$ cat src/sgps_pkg.sv
// sgps_pkg: constants, field layouts and carrier types of the setting group selector.
// assumes one pclk domain; used by sgps_selector and sgps_evfifo.
package sgps_pkg;
  localparam int NGRP = 8;
  localparam int NEV = 30;
  localparam int EVQ_DEPTH = 8;
  localparam int EVQ_AW = 3;

  // register byte offsets
  localparam logic [7:0] OFS_CTRL = 8'h00;
  localparam logic [7:0] OFS_REQ = 8'h04;
  localparam logic [7:0] OFS_STATUS = 8'h08;
  localparam logic [7:0] OFS_MASK_ON = 8'h0C;
  localparam logic [7:0] OFS_MASK_OFF = 8'h10;
  localparam logic [7:0] OFS_EV_HEAD = 8'h14;
  localparam logic [7:0] OFS_EV_STAMP = 8'h18;
  localparam logic [7:0] OFS_TIME = 8'h1C;

  // field positions
  localparam int CTRL_FEN_BIT = 0;
  localparam int CTRL_FGRP_LSB = 4;
  localparam int CTRL_USED_LSB = 8;
  localparam int REQ_REM_LSB = 0;
  localparam int REQ_LOC_LSB = 4;

  // reset values and write masks
  localparam logic [31:0] CTRL_RST = 32'h0000_0000;
  localparam logic [31:0] CTRL_WMASK = 32'h0000_07F1;
  localparam logic [31:0] MASK_RST = 32'h3FFF_FFFF;

  // event indices inside the condition vector
  localparam int EV_ENA = 0;
  localparam int EV_REQ = 8;
  localparam int EV_ACT = 16;
  localparam int EV_REM = 24;
  localparam int EV_LOC = 25;
  localparam int EV_FRC = 26;
  localparam int EV_NCFG = 27;
  localparam int EV_FFAIL = 28;
  localparam int EV_LPRI = 29;
  // after reset only group one is enabled and active
  localparam logic [29:0] COND_RST = 30'h0001_0001;

  typedef struct packed {
    logic on;
    logic [4:0] code;
    logic [31:0] stamp;
  } sgps_event_t;

  typedef struct packed {
    logic [7:0] paddr;
    logic psel;
    logic penable;
    logic pwrite;
    logic [31:0] pwdata;
  } sgps_apb_req_t;

  // lowest set bit: {found, index}
  function automatic logic [5:0] sgps_first(input logic [31:0] v);
    logic [5:0] r;
    r = 6'h00;
    for (int i = 31; i >= 0; i--) begin
      if (v[i]) begin
        r = {1'b1, 5'(i)};
      end
    end
    return r;
  endfunction

  // bits 0..n set: the group and every group of higher priority
  function automatic logic [7:0] sgps_upto(input logic [2:0] n);
    return 8'hFF >> (3'h7 - n);
  endfunction

  // group code 1..8 is configured when it lies within the used range
  function automatic logic sgps_cfg_ok(input logic [3:0] code, input logic [2:0] used_idx);
    return (code != 4'h0) && (code <= ({1'b0, used_idx} + 4'h1));
  endfunction
endpackage

$ cat src/sgps_evfifo.sv
// sgps_evfifo: event buffer holding time-stamped events until software pops them.
// assumes pclk domain; writer stalls on in_ready low.
module sgps_evfifo (
  // clock and reset
  input wire logic pclk,
  input wire logic presetn,
  // fill side
  input wire logic in_valid,
  output logic in_ready,
  input wire sgps_pkg::sgps_event_t in_data,
  // drain side
  output logic out_valid,
  input wire logic out_ready,
  output sgps_pkg::sgps_event_t out_data
);
  import sgps_pkg::*;

  sgps_event_t mem_q [EVQ_DEPTH];
  logic [EVQ_AW-1:0] wptr_q;
  logic [EVQ_AW-1:0] rptr_q;
  logic [EVQ_AW:0] cnt_q;
  wire push = in_valid && in_ready;
  wire pop = out_valid && out_ready;

  assign in_ready = (cnt_q != 4'(EVQ_DEPTH));
  assign out_valid = (cnt_q != 4'h0);
  assign out_data = mem_q[rptr_q];

  always_ff @(posedge pclk) begin
    if (push) begin
      mem_q[wptr_q] <= in_data;
    end
  end

  always_ff @(posedge pclk or negedge presetn) begin
    if (!presetn) begin
      wptr_q <= '0;
      rptr_q <= '0;
      cnt_q <= '0;
    end else begin
      wptr_q <= wptr_q + 3'(push);
      rptr_q <= rptr_q + 3'(pop);
      cnt_q <= cnt_q + 4'(push) - 4'(pop);
    end
  end
endmodule

$ cat src/sgps_selector.sv
// sgps_selector: picks the active one of eight parameter groups, logs time-stamped events.
// assumes an apb master on pclk and group request pins from outside the clock domain.
// Operation
// eight requests ranked by fixed priority, group one highest, eight lowest.
// a request may be a short pulse or a held level; both count.
// a held group one request blocks every other request.
// a held request of groups two to seven blocks all lower groups.
// a held group eight request blocks nothing.
// no automatic return to group one; active group stays until requested.
// dropping a held group one falls back to a held group two.
// outside logic drives group one from coil status for fail-safe fallback.
// every status change of enable, request, active and flags raises an event.
// per event, ON, OFF or both transitions are stored.
// each stored event carries the time of its status change.
// remote, local and forced change give separate ON and OFF events.
// requests to unconfigured groups are refused with a failure event; no not-configured or lower-priority failure event is raised while force enable is set.
// an unhonourable forced change raises a force failure event pair.
// requests refused by a held higher group raise a lower-priority failure.
// a pulse-activated group stays active until another group is requested; here a held lower group retakes control when the pulse ends.
// force enable overrides automatic control; held levels retake it on release.
// remote change cannot pick a lower group while a higher one is held.
// used-groups count limits groups to one up to count; default one.
// simultaneous requests activate the highest-priority configured group; a remote command beats a local one in the same write, whatever their priority.
// a refused request leaves the active group unchanged; a pin request refused below a held group reselects the highest held group.
module sgps_selector (
  // clock and reset
  input wire logic pclk,
  input wire logic presetn,
  // apb slave
  input wire sgps_pkg::sgps_apb_req_t apb_req,
  output logic [31:0] prdata,
  output logic pready,
  output logic pslverr,
  // group request pins, bit 0 is group one
  input wire logic [7:0] grp_req,
  // active group, one-hot
  output logic [7:0] grp_active
);
  import sgps_pkg::*;

  // apb decode
  wire setup = apb_req.psel && !apb_req.penable;
  wire access = apb_req.psel && apb_req.penable;
  wire [7:0] addr = apb_req.paddr;
  wire hit = (addr == OFS_CTRL) || (addr == OFS_REQ) || (addr == OFS_STATUS) || (addr == OFS_MASK_ON) ||
             (addr == OFS_MASK_OFF) || (addr == OFS_EV_HEAD) || (addr == OFS_EV_STAMP) || (addr == OFS_TIME);
  wire wr = access && apb_req.pwrite && hit;
  wire wr_ctrl = wr && (addr == OFS_CTRL);
  wire wr_req = wr && (addr == OFS_REQ);
  wire wr_mon = wr && (addr == OFS_MASK_ON);
  wire wr_moff = wr && (addr == OFS_MASK_OFF);
  wire wr_pop = wr && (addr == OFS_EV_HEAD);
  wire [3:0] wr_rem = apb_req.pwdata[REQ_REM_LSB +: 4];
  wire [3:0] wr_loc = apb_req.pwdata[REQ_LOC_LSB +: 4];

  logic [31:0] ctrl_q;
  logic [31:0] mask_on_q;
  logic [31:0] mask_off_q;
  logic [31:0] prdata_q;
  logic [31:0] time_q;
  logic [7:0] req_s1_q;
  logic [7:0] req_s_q;
  logic [7:0] req_prev_q;
  logic force_prev_q;
  logic rem_go_q;
  logic loc_go_q;
  logic [3:0] rem_code_q;
  logic [3:0] loc_code_q;
  logic [2:0] active_q;
  logic [2:0] active_d;
  logic ncfg_q;
  logic lpri_q;
  logic ffail_q;
  logic [29:0] cond_prev_q;
  logic [29:0] pend_q;
  logic [29:0] pend_on_q;
  logic [31:0] stamp_q [NEV];

  // control fields
  wire force_en = ctrl_q[CTRL_FEN_BIT];
  wire [3:0] force_code = ctrl_q[CTRL_FGRP_LSB +: 4];
  wire [2:0] used_idx = ctrl_q[CTRL_USED_LSB +: 3];
  wire [7:0] used_mask = sgps_upto(used_idx);
  wire force_ok = sgps_cfg_ok(force_code, used_idx);
  wire [2:0] force_idx = 3'(force_code - 4'h1);
  wire force_fall = force_prev_q && !force_en;

  // held levels; a pulse is a level that is short, so both read alike
  wire [7:0] held = req_s_q & used_mask;
  wire [7:0] req_rise = req_s_q & ~req_prev_q;
  wire req_chg = (held != (req_prev_q & used_mask));
  wire [5:0] top_f = sgps_first({24'h0, held});
  wire top_found = top_f[5];
  wire [2:0] top_idx = top_f[2:0];

  // software change commands; remote beats local in the same cycle
  wire cmd_go = rem_go_q || loc_go_q;
  wire [3:0] cmd_code = rem_go_q ? rem_code_q : loc_code_q;
  wire cmd_cfg = sgps_cfg_ok(cmd_code, used_idx);
  wire [2:0] cmd_idx = 3'(cmd_code - 4'h1);
  wire [7:0] cmd_higher = sgps_upto(cmd_idx) & ~(8'h01 << cmd_idx);
  wire cmd_blocked = |(held & cmd_higher);
  wire auto_run = !force_en && !force_fall && !req_chg;

  // failures: pins rising or commands naming unused groups, or below a held group
  wire pin_ncfg = !force_en && |(req_rise & ~used_mask);
  wire pin_lpri = !force_en && top_found && |(req_rise & used_mask & ~sgps_upto(top_idx));
  wire cmd_ncfg = auto_run && cmd_go && !cmd_cfg;
  wire cmd_lpri = auto_run && cmd_go && cmd_cfg && cmd_blocked;

  // selection: force first, then changes of held levels, then commands
  always_comb begin
    active_d = active_q;
    if (force_en) begin
      if (force_ok) begin
        active_d = force_idx;
      end
    end else if ((force_fall || req_chg) && top_found) begin
      active_d = top_idx;
    end else if (auto_run && cmd_go && cmd_cfg && !cmd_blocked) begin
      active_d = cmd_idx;
    end
  end

  always_ff @(posedge pclk or negedge presetn) begin
    if (!presetn) begin
      req_s1_q <= 8'h00;
      req_s_q <= 8'h00;
      req_prev_q <= 8'h00;
      force_prev_q <= 1'b0;
      active_q <= 3'h0;
      ncfg_q <= 1'b0;
      lpri_q <= 1'b0;
      ffail_q <= 1'b0;
      time_q <= 32'h0000_0000;
    end else begin
      req_s1_q <= grp_req;
      req_s_q <= req_s1_q;
      req_prev_q <= req_s_q;
      force_prev_q <= force_en;
      active_q <= active_d;
      ncfg_q <= pin_ncfg || cmd_ncfg;
      lpri_q <= pin_lpri || cmd_lpri;
      ffail_q <= force_en && !force_ok;
      time_q <= time_q + 32'h0000_0001;
    end
  end

  // registers written by software
  always_ff @(posedge pclk or negedge presetn) begin
    if (!presetn) begin
      ctrl_q <= CTRL_RST;
      mask_on_q <= MASK_RST;
      mask_off_q <= MASK_RST;
      rem_go_q <= 1'b0;
      loc_go_q <= 1'b0;
      rem_code_q <= 4'h0;
      loc_code_q <= 4'h0;
    end else begin
      if (wr_ctrl) begin
        ctrl_q <= apb_req.pwdata & CTRL_WMASK;
      end
      if (wr_mon) begin
        mask_on_q <= apb_req.pwdata & MASK_RST;
      end
      if (wr_moff) begin
        mask_off_q <= apb_req.pwdata & MASK_RST;
      end
      rem_go_q <= wr_req && (wr_rem != 4'h0);
      loc_go_q <= wr_req && (wr_loc != 4'h0);
      if (wr_req) begin
        rem_code_q <= wr_rem;
        loc_code_q <= wr_loc;
      end
    end
  end

  // monitored conditions; a change in any of them is an event
  wire [7:0] act_onehot = 8'h01 << active_q;
  wire [29:0] cond = {lpri_q, ffail_q, ncfg_q, force_en, loc_go_q, rem_go_q, act_onehot, req_s_q, used_mask};
  wire [29:0] chg = cond ^ cond_prev_q;
  wire [29:0] keep = chg & ((cond & mask_on_q[29:0]) | (~cond & mask_off_q[29:0]));

  // one pending slot per event; the lowest index drains first
  wire [5:0] pend_f = sgps_first({2'b00, pend_q});
  wire [4:0] drain_idx = pend_f[4:0];
  logic fifo_ready;
  wire push = pend_f[5] && fifo_ready;
  wire [29:0] drain_clr = push ? (30'h0000_0001 << drain_idx) : 30'h0000_0000;
  sgps_event_t ev_in;
  assign ev_in.on = pend_on_q[drain_idx];
  assign ev_in.code = drain_idx;
  assign ev_in.stamp = stamp_q[drain_idx];

  always_ff @(posedge pclk or negedge presetn) begin
    if (!presetn) begin
      cond_prev_q <= COND_RST;
      pend_q <= 30'h0000_0000;
      pend_on_q <= 30'h0000_0000;
    end else begin
      cond_prev_q <= cond;
      // a new change wins over the drain of the same slot
      pend_q <= (pend_q & ~drain_clr) | keep;
      pend_on_q <= (pend_on_q & ~keep) | (cond & keep);
    end
  end

  // stamp taken in the cycle the change is seen
  always_ff @(posedge pclk) begin
    for (int i = 0; i < NEV; i++) begin
      if (keep[i]) begin
        stamp_q[i] <= time_q;
      end
    end
  end

  // a slow reader stalls draining; a slot changing twice meanwhile keeps only its latest edge
  logic ev_ovalid;
  sgps_event_t ev_out;
  sgps_evfifo sgps_evfifo_i (
    .pclk(pclk),
    .presetn(presetn),
    .in_valid(pend_f[5]),
    .in_ready(fifo_ready),
    .in_data(ev_in),
    .out_valid(ev_ovalid),
    .out_ready(wr_pop),
    .out_data(ev_out)
  );

  // read mux, captured in the setup cycle so that prdata comes from a flop
  wire [31:0] rd_status = {8'h00, used_mask, held, 5'h00, active_q};
  wire [31:0] rd_head = {ev_ovalid, 22'h00_0000, ev_out.on, 3'h0, ev_out.code};
  wire [31:0] rd_mux = (addr == OFS_CTRL) ? ctrl_q :
                       (addr == OFS_STATUS) ? rd_status :
                       (addr == OFS_MASK_ON) ? mask_on_q :
                       (addr == OFS_MASK_OFF) ? mask_off_q :
                       (addr == OFS_EV_HEAD) ? rd_head :
                       (addr == OFS_EV_STAMP) ? (ev_ovalid ? ev_out.stamp : 32'h0000_0000) :
                       (addr == OFS_TIME) ? time_q : 32'h0000_0000;

  always_ff @(posedge pclk or negedge presetn) begin
    if (!presetn) begin
      prdata_q <= 32'h0000_0000;
    end else if (setup) begin
      prdata_q <= rd_mux;
    end
  end

  assign prdata = prdata_q;
  assign pready = 1'b1;
  assign pslverr = access && !hit;
  assign grp_active = act_onehot;

  // checks
  chk_force_sel: assert property (@(posedge pclk) disable iff (!presetn)
    (force_en && force_ok) |=> (active_q == $past(force_idx)))
    else $error("forced group not taken");
  chk_group_one_hold: assert property (@(posedge pclk) disable iff (!presetn)
    (held[0] && !force_en && $past(held[0]) && $past(active_q) == 3'h0) |=> (active_q == 3'h0))
    else $error("held group one lost");
  chk_lower_blocked: assert property (@(posedge pclk) disable iff (!presetn)
    (auto_run && cmd_go && cmd_cfg && top_found && (cmd_idx > top_idx)) |=> (lpri_q && $stable(active_q)))
    else $error("lower request not refused");
  chk_notcfg_refuse: assert property (@(posedge pclk) disable iff (!presetn)
    (auto_run && cmd_go && !cmd_cfg) |=> (ncfg_q && $stable(active_q)))
    else $error("unconfigured request not refused");
  chk_pulse_keeps: assert property (@(posedge pclk) disable iff (!presetn)
    (auto_run && !cmd_go) |=> $stable(active_q))
    else $error("active group moved without request");
  chk_fall_back: assert property (@(posedge pclk) disable iff (!presetn)
    (!force_en && !force_fall && $fell(held[0]) && held[1]) |=> (active_q == 3'h1))
    else $error("no fallback to group two");
  chk_force_fail: assert property (@(posedge pclk) disable iff (!presetn)
    (force_en && !force_ok) [*2] |=> (ffail_q && !cond_prev_q[EV_FFAIL] == 1'b0))
    else $error("force failure not flagged");
  chk_prio_pick: assert property (@(posedge pclk) disable iff (!presetn)
    (!force_en && req_chg && top_found) |=> (active_q == $past(top_idx)) ##1 (act_onehot[active_q]))
    else $error("highest held group not chosen");
  chk_event_pend: assert property (@(posedge pclk) disable iff (!presetn)
    (keep != 30'h0000_0000) |=> ((pend_q & $past(keep)) == $past(keep)))
    else $error("event change not pending");
  chk_mask_off: assert property (@(posedge pclk) disable iff (!presetn)
    (chg[EV_FRC] && !cond[EV_FRC] && !mask_off_q[EV_FRC] && !pend_q[EV_FRC]) |=> !pend_q[EV_FRC])
    else $error("masked off edge stored");
  // a command that passes every gate must land; a refused force must not move the group
  chk_cmd_take: assert property (@(posedge pclk) disable iff (!presetn)
    (auto_run && cmd_go && cmd_cfg && !cmd_blocked) |=> (active_q == $past(cmd_idx)))
    else $error("accepted command not applied");
  chk_force_hold: assert property (@(posedge pclk) disable iff (!presetn)
    (force_en && !force_ok) |=> $stable(active_q))
    else $error("refused force moved the group");
  chk_force_fall: assert property (@(posedge pclk) disable iff (!presetn)
    (force_fall && top_found) |=> (active_q == $past(top_idx)))
    else $error("held level did not retake control");
  chk_lpri_pin: assert property (@(posedge pclk) disable iff (!presetn)
    (!force_en && held[0] && used_mask[2] && $rose(req_s_q[2])) |=> lpri_q)
    else $error("request under held group one not flagged");
  // the slot must keep the count of the change cycle, not of the later drain
  chk_stamp_time: assert property (@(posedge pclk) disable iff (!presetn)
    keep[EV_LPRI] |=> (stamp_q[EV_LPRI] == $past(time_q)))
    else $error("event stamp not the change time");
endmodule

$ cat config.mk
export PLATFORM = sky130hd
export DESIGN_NAME = sgps_selector
export DESIGN_NICKNAME = d
export VERILOG_FILES = /design/src/sgps_pkg.sv /design/src/sgps_evfifo.sv /design/src/sgps_selector.sv
export SDC_FILE = /design/constraint.sdc
export NUM_CORES = 2
export LEC_CHECK = 0
export ABC_AREA = 1
export BUFFER_PORTS_ARGS = -buffer_cell sky130_fd_sc_hd__buf_2
export CAP_MARGIN = 40
export CORE_UTILIZATION = 50
export CTS_BUF_LIST = sky130_fd_sc_hd__clkbuf_4 sky130_fd_sc_hd__clkbuf_8
export DETAILED_ROUTE_END_ITERATION = 6
export GPL_TIMING_DRIVEN = 0
export PLACE_DENSITY_LB_ADDON = 0.3
export SLEW_MARGIN = 20
export SYNTH_ARGS = -nofsm -noshare
export SYNTH_HDL_FRONTEND = slang
export SYNTH_HIERARCHICAL = 1
export SYNTH_SLANG_ARGS = --single-unit
$ cat constraint.sdc
create_clock -name pclk -period 5.2 [get_ports pclk]
set_input_delay 1.56 -clock pclk [delete_from_list [all_inputs] [get_ports pclk]]
set_output_delay 1.56 -clock pclk [all_outputs]
set_load 0.01 [all_outputs]
==> flow_summary_export.csv <==
group,metric,value,unit
floorplan,io_pins,95,
sta,setup_viol_count_final,0,
global_route,grt_max_degree,97,
sta,whs,0.351,ns
synthesis,synth.area.top_cells,"edfxtp_1 (57%), nand2_1 (9.4%), dfrtp_1 (7.8%), nand3_1 (6.1%), inv_1 (5.1%)",
route,dr.pass1.iters,7,
pwr,p_per_area,598,nW/µm²
worst_setup_path,max_stage_delay,0.59,ns
cells_and_area,fillers,10600,
cells_and_area,seq_area,43700,µm²
worst_setup_path,r2r-start,"pend_q[28]$_DFF_PN0_",
worst_hold_path,min_path_type,"reg2reg",
clock_tree,cts-root-buf,"clkbuf_8",
clock_tree,clk_latency,0.98,ns
sta,fin_skew,0.0536,ns
pwr,p_sw,18.7,mW
floorplan,core,128000,µm²
synthesis,syn-cell-area,64600,µm²
cells_and_area,syn2layout_area_growth,13.4,%
worst_setup_path,r2r-end,"sgps_evfifo_i/mem_q[6][2]$_DFFE_PP_",
sta,rsz0062_at_grt,"no",
worst_setup_path,ff2ff_path_depth,39,
route,drc,5,
synthesis,synth-seq-cells,1494,
clock_tree,cts.sink_count,1494,
clock_tree,cts_tree,"yes",
cells_and_area,final-instance-count-excl-fill,8515,
clock_tree,cts_hold_buf,0,
worst_setup_path,critPathLaunchType,"flop",
pwr,cellLeakagePower,31.1,nW
floorplan,die_area,131000,µm²
sta,tightestPinTransition,0.899,ns
sta,slew_viol_final,0,
global_route,grt_pass1_wl,303000,µm
global_route,grt_pass1_vias,45400,
pwr,seqPwrFrac,0.370,
cells_and_area,final_util,0.573,
pwr,intPower,25.1,mW
worst_setup_path,r2r_slack,0.18,ns
sta,period_share,0.965,
worst_setup_path,end_kind,"flop",
cells_and_area,nets,6752,
pwr,clkPwrFrac,0.231,
floorplan,die_h,362,µm
placement,placed_cell_area,68500,µm²
cells_and_area,drive_gt1_frac,0.125,
placement,place_congestion,0.984,
sta,max-slew-margin-rel,0.397,
worst_setup_path,cp_slowest_cell,"nand2_1",
synthesis,syn_inst,6241,
pwr,vdd_drop_max,0.374,mV
global_route,antenna_found_initial,10,
sta,post-route-min-period,5.02,ns
floorplan,rows,131,
synthesis,ys_types,51,
worst_setup_path,crit_type,"reg2reg",
job,cap_viol_max_count,0,
worst_setup_path,crit_top_cell,"nand2_1",
route,via_count,48500,
synthesis,yosysWarnings,6,
run_status,outcome,"finished with violations",
route,viasPerCell,5.69,
worst_setup_path,worstPathArrival,5.66,ns
route,drt_iter0_drc,7584,
global_route,overflow,0,
floorplan,die_w,362,µm
route,routed_wl,210000,µm
route,post_drt_wl_per_cell,24.6,µm
clock_tree,clkTransAtPathRegs,0.06,ns
clock_tree,cts_buffers,231,
clock_tree,clockBufferDepth,3,
sta,timing.fmax,199,MHz
floorplan,initial_core_util,0.506,
worst_setup_path,critPathCapture,"sgps_evfifo_i/mem_q[6][2]$_DFFE_PP_",
worst_setup_path,crit_required,5.84,ns
synthesis,yosysTopAreaCell,"edfxtp_1",
worst_setup_path,critPathMaxFanout,10,
clock_tree,h-tree-depth,4,
placement,port_buffers,91,
cells_and_area,multi_input_area,16400,µm²
pwr,pwr-share-comb,0.399,
global_route,grt_usage,0.319,
sta,final-hold-violation-count,0,
placement,placed_cells,8084,
synthesis,synth_top_area_frac,0.572,
pwr,swShare,0.426,
synthesis,seq_area_frac_synth,0.675,
run_status,violations,"DRC",
synthesis,synth_fp_nets,6333,
pwr,power.total,43.8,mW
synthesis,syn-mean-instance-area,10.4,µm²
cells_and_area,final_cell_area,73300,µm²
placement,hpwl,149000,µm
worst_setup_path,startpoint,"pend_q[28]$_DFF_PN0_",
route,drt.antenna.violating_nets,0,
==> what timing repair did <==
item,in CTS,in global routing
setup endpoints to repair,0,152
gates resized for setup,0,8
buffers inserted,0,0
==> worst min path at each step <==
| stage | from | end | depth (start not counted) |
|---|---|---|---|
| 2_1_floorplan | req_s1_q[0]$_DFF_PN0_ | req_s_q[0]$_DFF_PN0_ | 0 |
| 3_3_place_gp | req_s1_q[0]$_DFF_PN0_ | req_s_q[0]$_DFF_PN0_ | 0 |
| 6_report | req_s1_q[5]$_DFF_PN0_ | req_s_q[5]$_DFF_PN0_ | 0 |
| 4_1_cts | req_s1_q[6]$_DFF_PN0_ | req_s_q[6]$_DFF_PN0_ | 0 |
| 3_5_place_dp | req_s1_q[7]$_DFF_PN0_ | req_s_q[7]$_DFF_PN0_ | 0 |
| 5_1_grt | req_s1_q[6]$_DFF_PN0_ | req_s_q[6]$_DFF_PN0_ | 0 |
==> cells in the mapped netlist (all sizes together) <==
cell / count
xnor2: 4
conb: 1
a22o: 5
a211oi: 1
o31ai: 3
a22oi: 5
clkbuf: 155
o2111ai: 4
inv: 881
o211ai: 19
or2: 7
nor4: 8
nand4: 155
buf: 151
ha: 38
o22ai: 7
dfstp: 61
nor3: 58
fa: 1
o221ai: 3
edfxtp: 1232
o21bai: 7
nor2: 378
nand2: 1621
a41oi: 3
or4: 1
o311ai: 1
nand3: 793
mux2: 12
a21oi: 74
xor2: 29
o21ai: 289
or3: 1
a32o: 2
and2: 1
o21a: 5
dfrtp: 201
a221oi: 10
clkinv: 1
a21o: 10
a31oi: 3
==> cells in the final DEF (no fill, tap or decap), types with 54 or more instances in the layout <==
cell type and count:
nand2_1 1611, dfrtp_1 176, a21oi_1 73, dfstp_2 61
clkbuf_4 89, clkbuf_1 150, nand3_1 793, inv_1 847
buf_2 179, nor2_1 373, clkbuf_8 252, nand4_1 155
o21ai_0 288, edfxtp_1 1232, buf_4 54
==> metal layers <==
metal / share of wire / routed length [µm] / global-route usage
met1: 0.39 / 81500 / 0.439
met2: 0.45 / 95200 / 0.494
met3: 0.12 / 24600 / 0.0689
met4: 0.041 / 8560 / 0.132
met5: 0.000062 / 13 / 0
==> registers in the layout (all words and copies together) (netlist names), 3 cells and up, named ones only <==
register              count
req_s_q                   8
loc_code_q                4
time_q                   32
req_s1_q                  8
pend_q                   30
sgps_evfifo_i/cnt_q       4
sgps_evfifo_i/mem_q     304
sgps_evfifo_i/wptr_q      3
ctrl_q                    8
active_q                  3
rem_code_q                4
cond_prev_q              29
mask_off_q               30
sgps_evfifo_i/rptr_q      3
prdata                   32
stamp_q                 928
mask_on_q                30
==> critical path, delay by kind of cell, from the launching register on <==
| kind | cells | cell delay [ns] |
|---|---|---|
| buffers and inverters | 3 | 0.66 |
| flip-flops | 1 | 0.40 |
| AND/OR/NAND/NOR | 36 | 3.59 |
==> logic make-up after synthesis <==
group / share of synthesized area
simple gates: 0.199
flops: 0.675
buf+inv: 0.0725
compound gates: 0.0388
fa+ha+maj: 0.00767
xor+xnor: 0.00447
mux: 0.00209
other cells: 0.0000580
==> metrics by stage <==
stage / worst slack (ns) / setup TNS [ns]
floorplan: 1.18 / 0
global placement: -2.33 / -951.31
detailed placement: 0.119 / 0
CTS: 0.0770 / 0
global route: 0.00843 / 0
finish: 0.182 / 0
==> power by group through the flow <==
stage / clock [mW] / combinational, mW / sequential [mW]
detailed placement: 0 / 16.8 / 16.4
global route: 10.7 / 18.5 / 16.3
finish: 10.1 / 17.5 / 16.2
global placement: 0 / 16.0 / 16.5
CTS: 10.2 / 16.9 / 16.2
floorplan: 0 / 9.30 / 16.3
==> layout make-up <==
class	count	area share
plain buffers	306	0.0189
flip-flops and latches	1494	0.596
repair buffers	186	0.0237
clock buffers	341	0.0564
diodes	2	0.0000683
clock inverters	83	0.00824
multi-input cells	3559	0.224
well taps	1662	0.0284
inverters	882	0.0452
(Power assumes the default switching activity.)
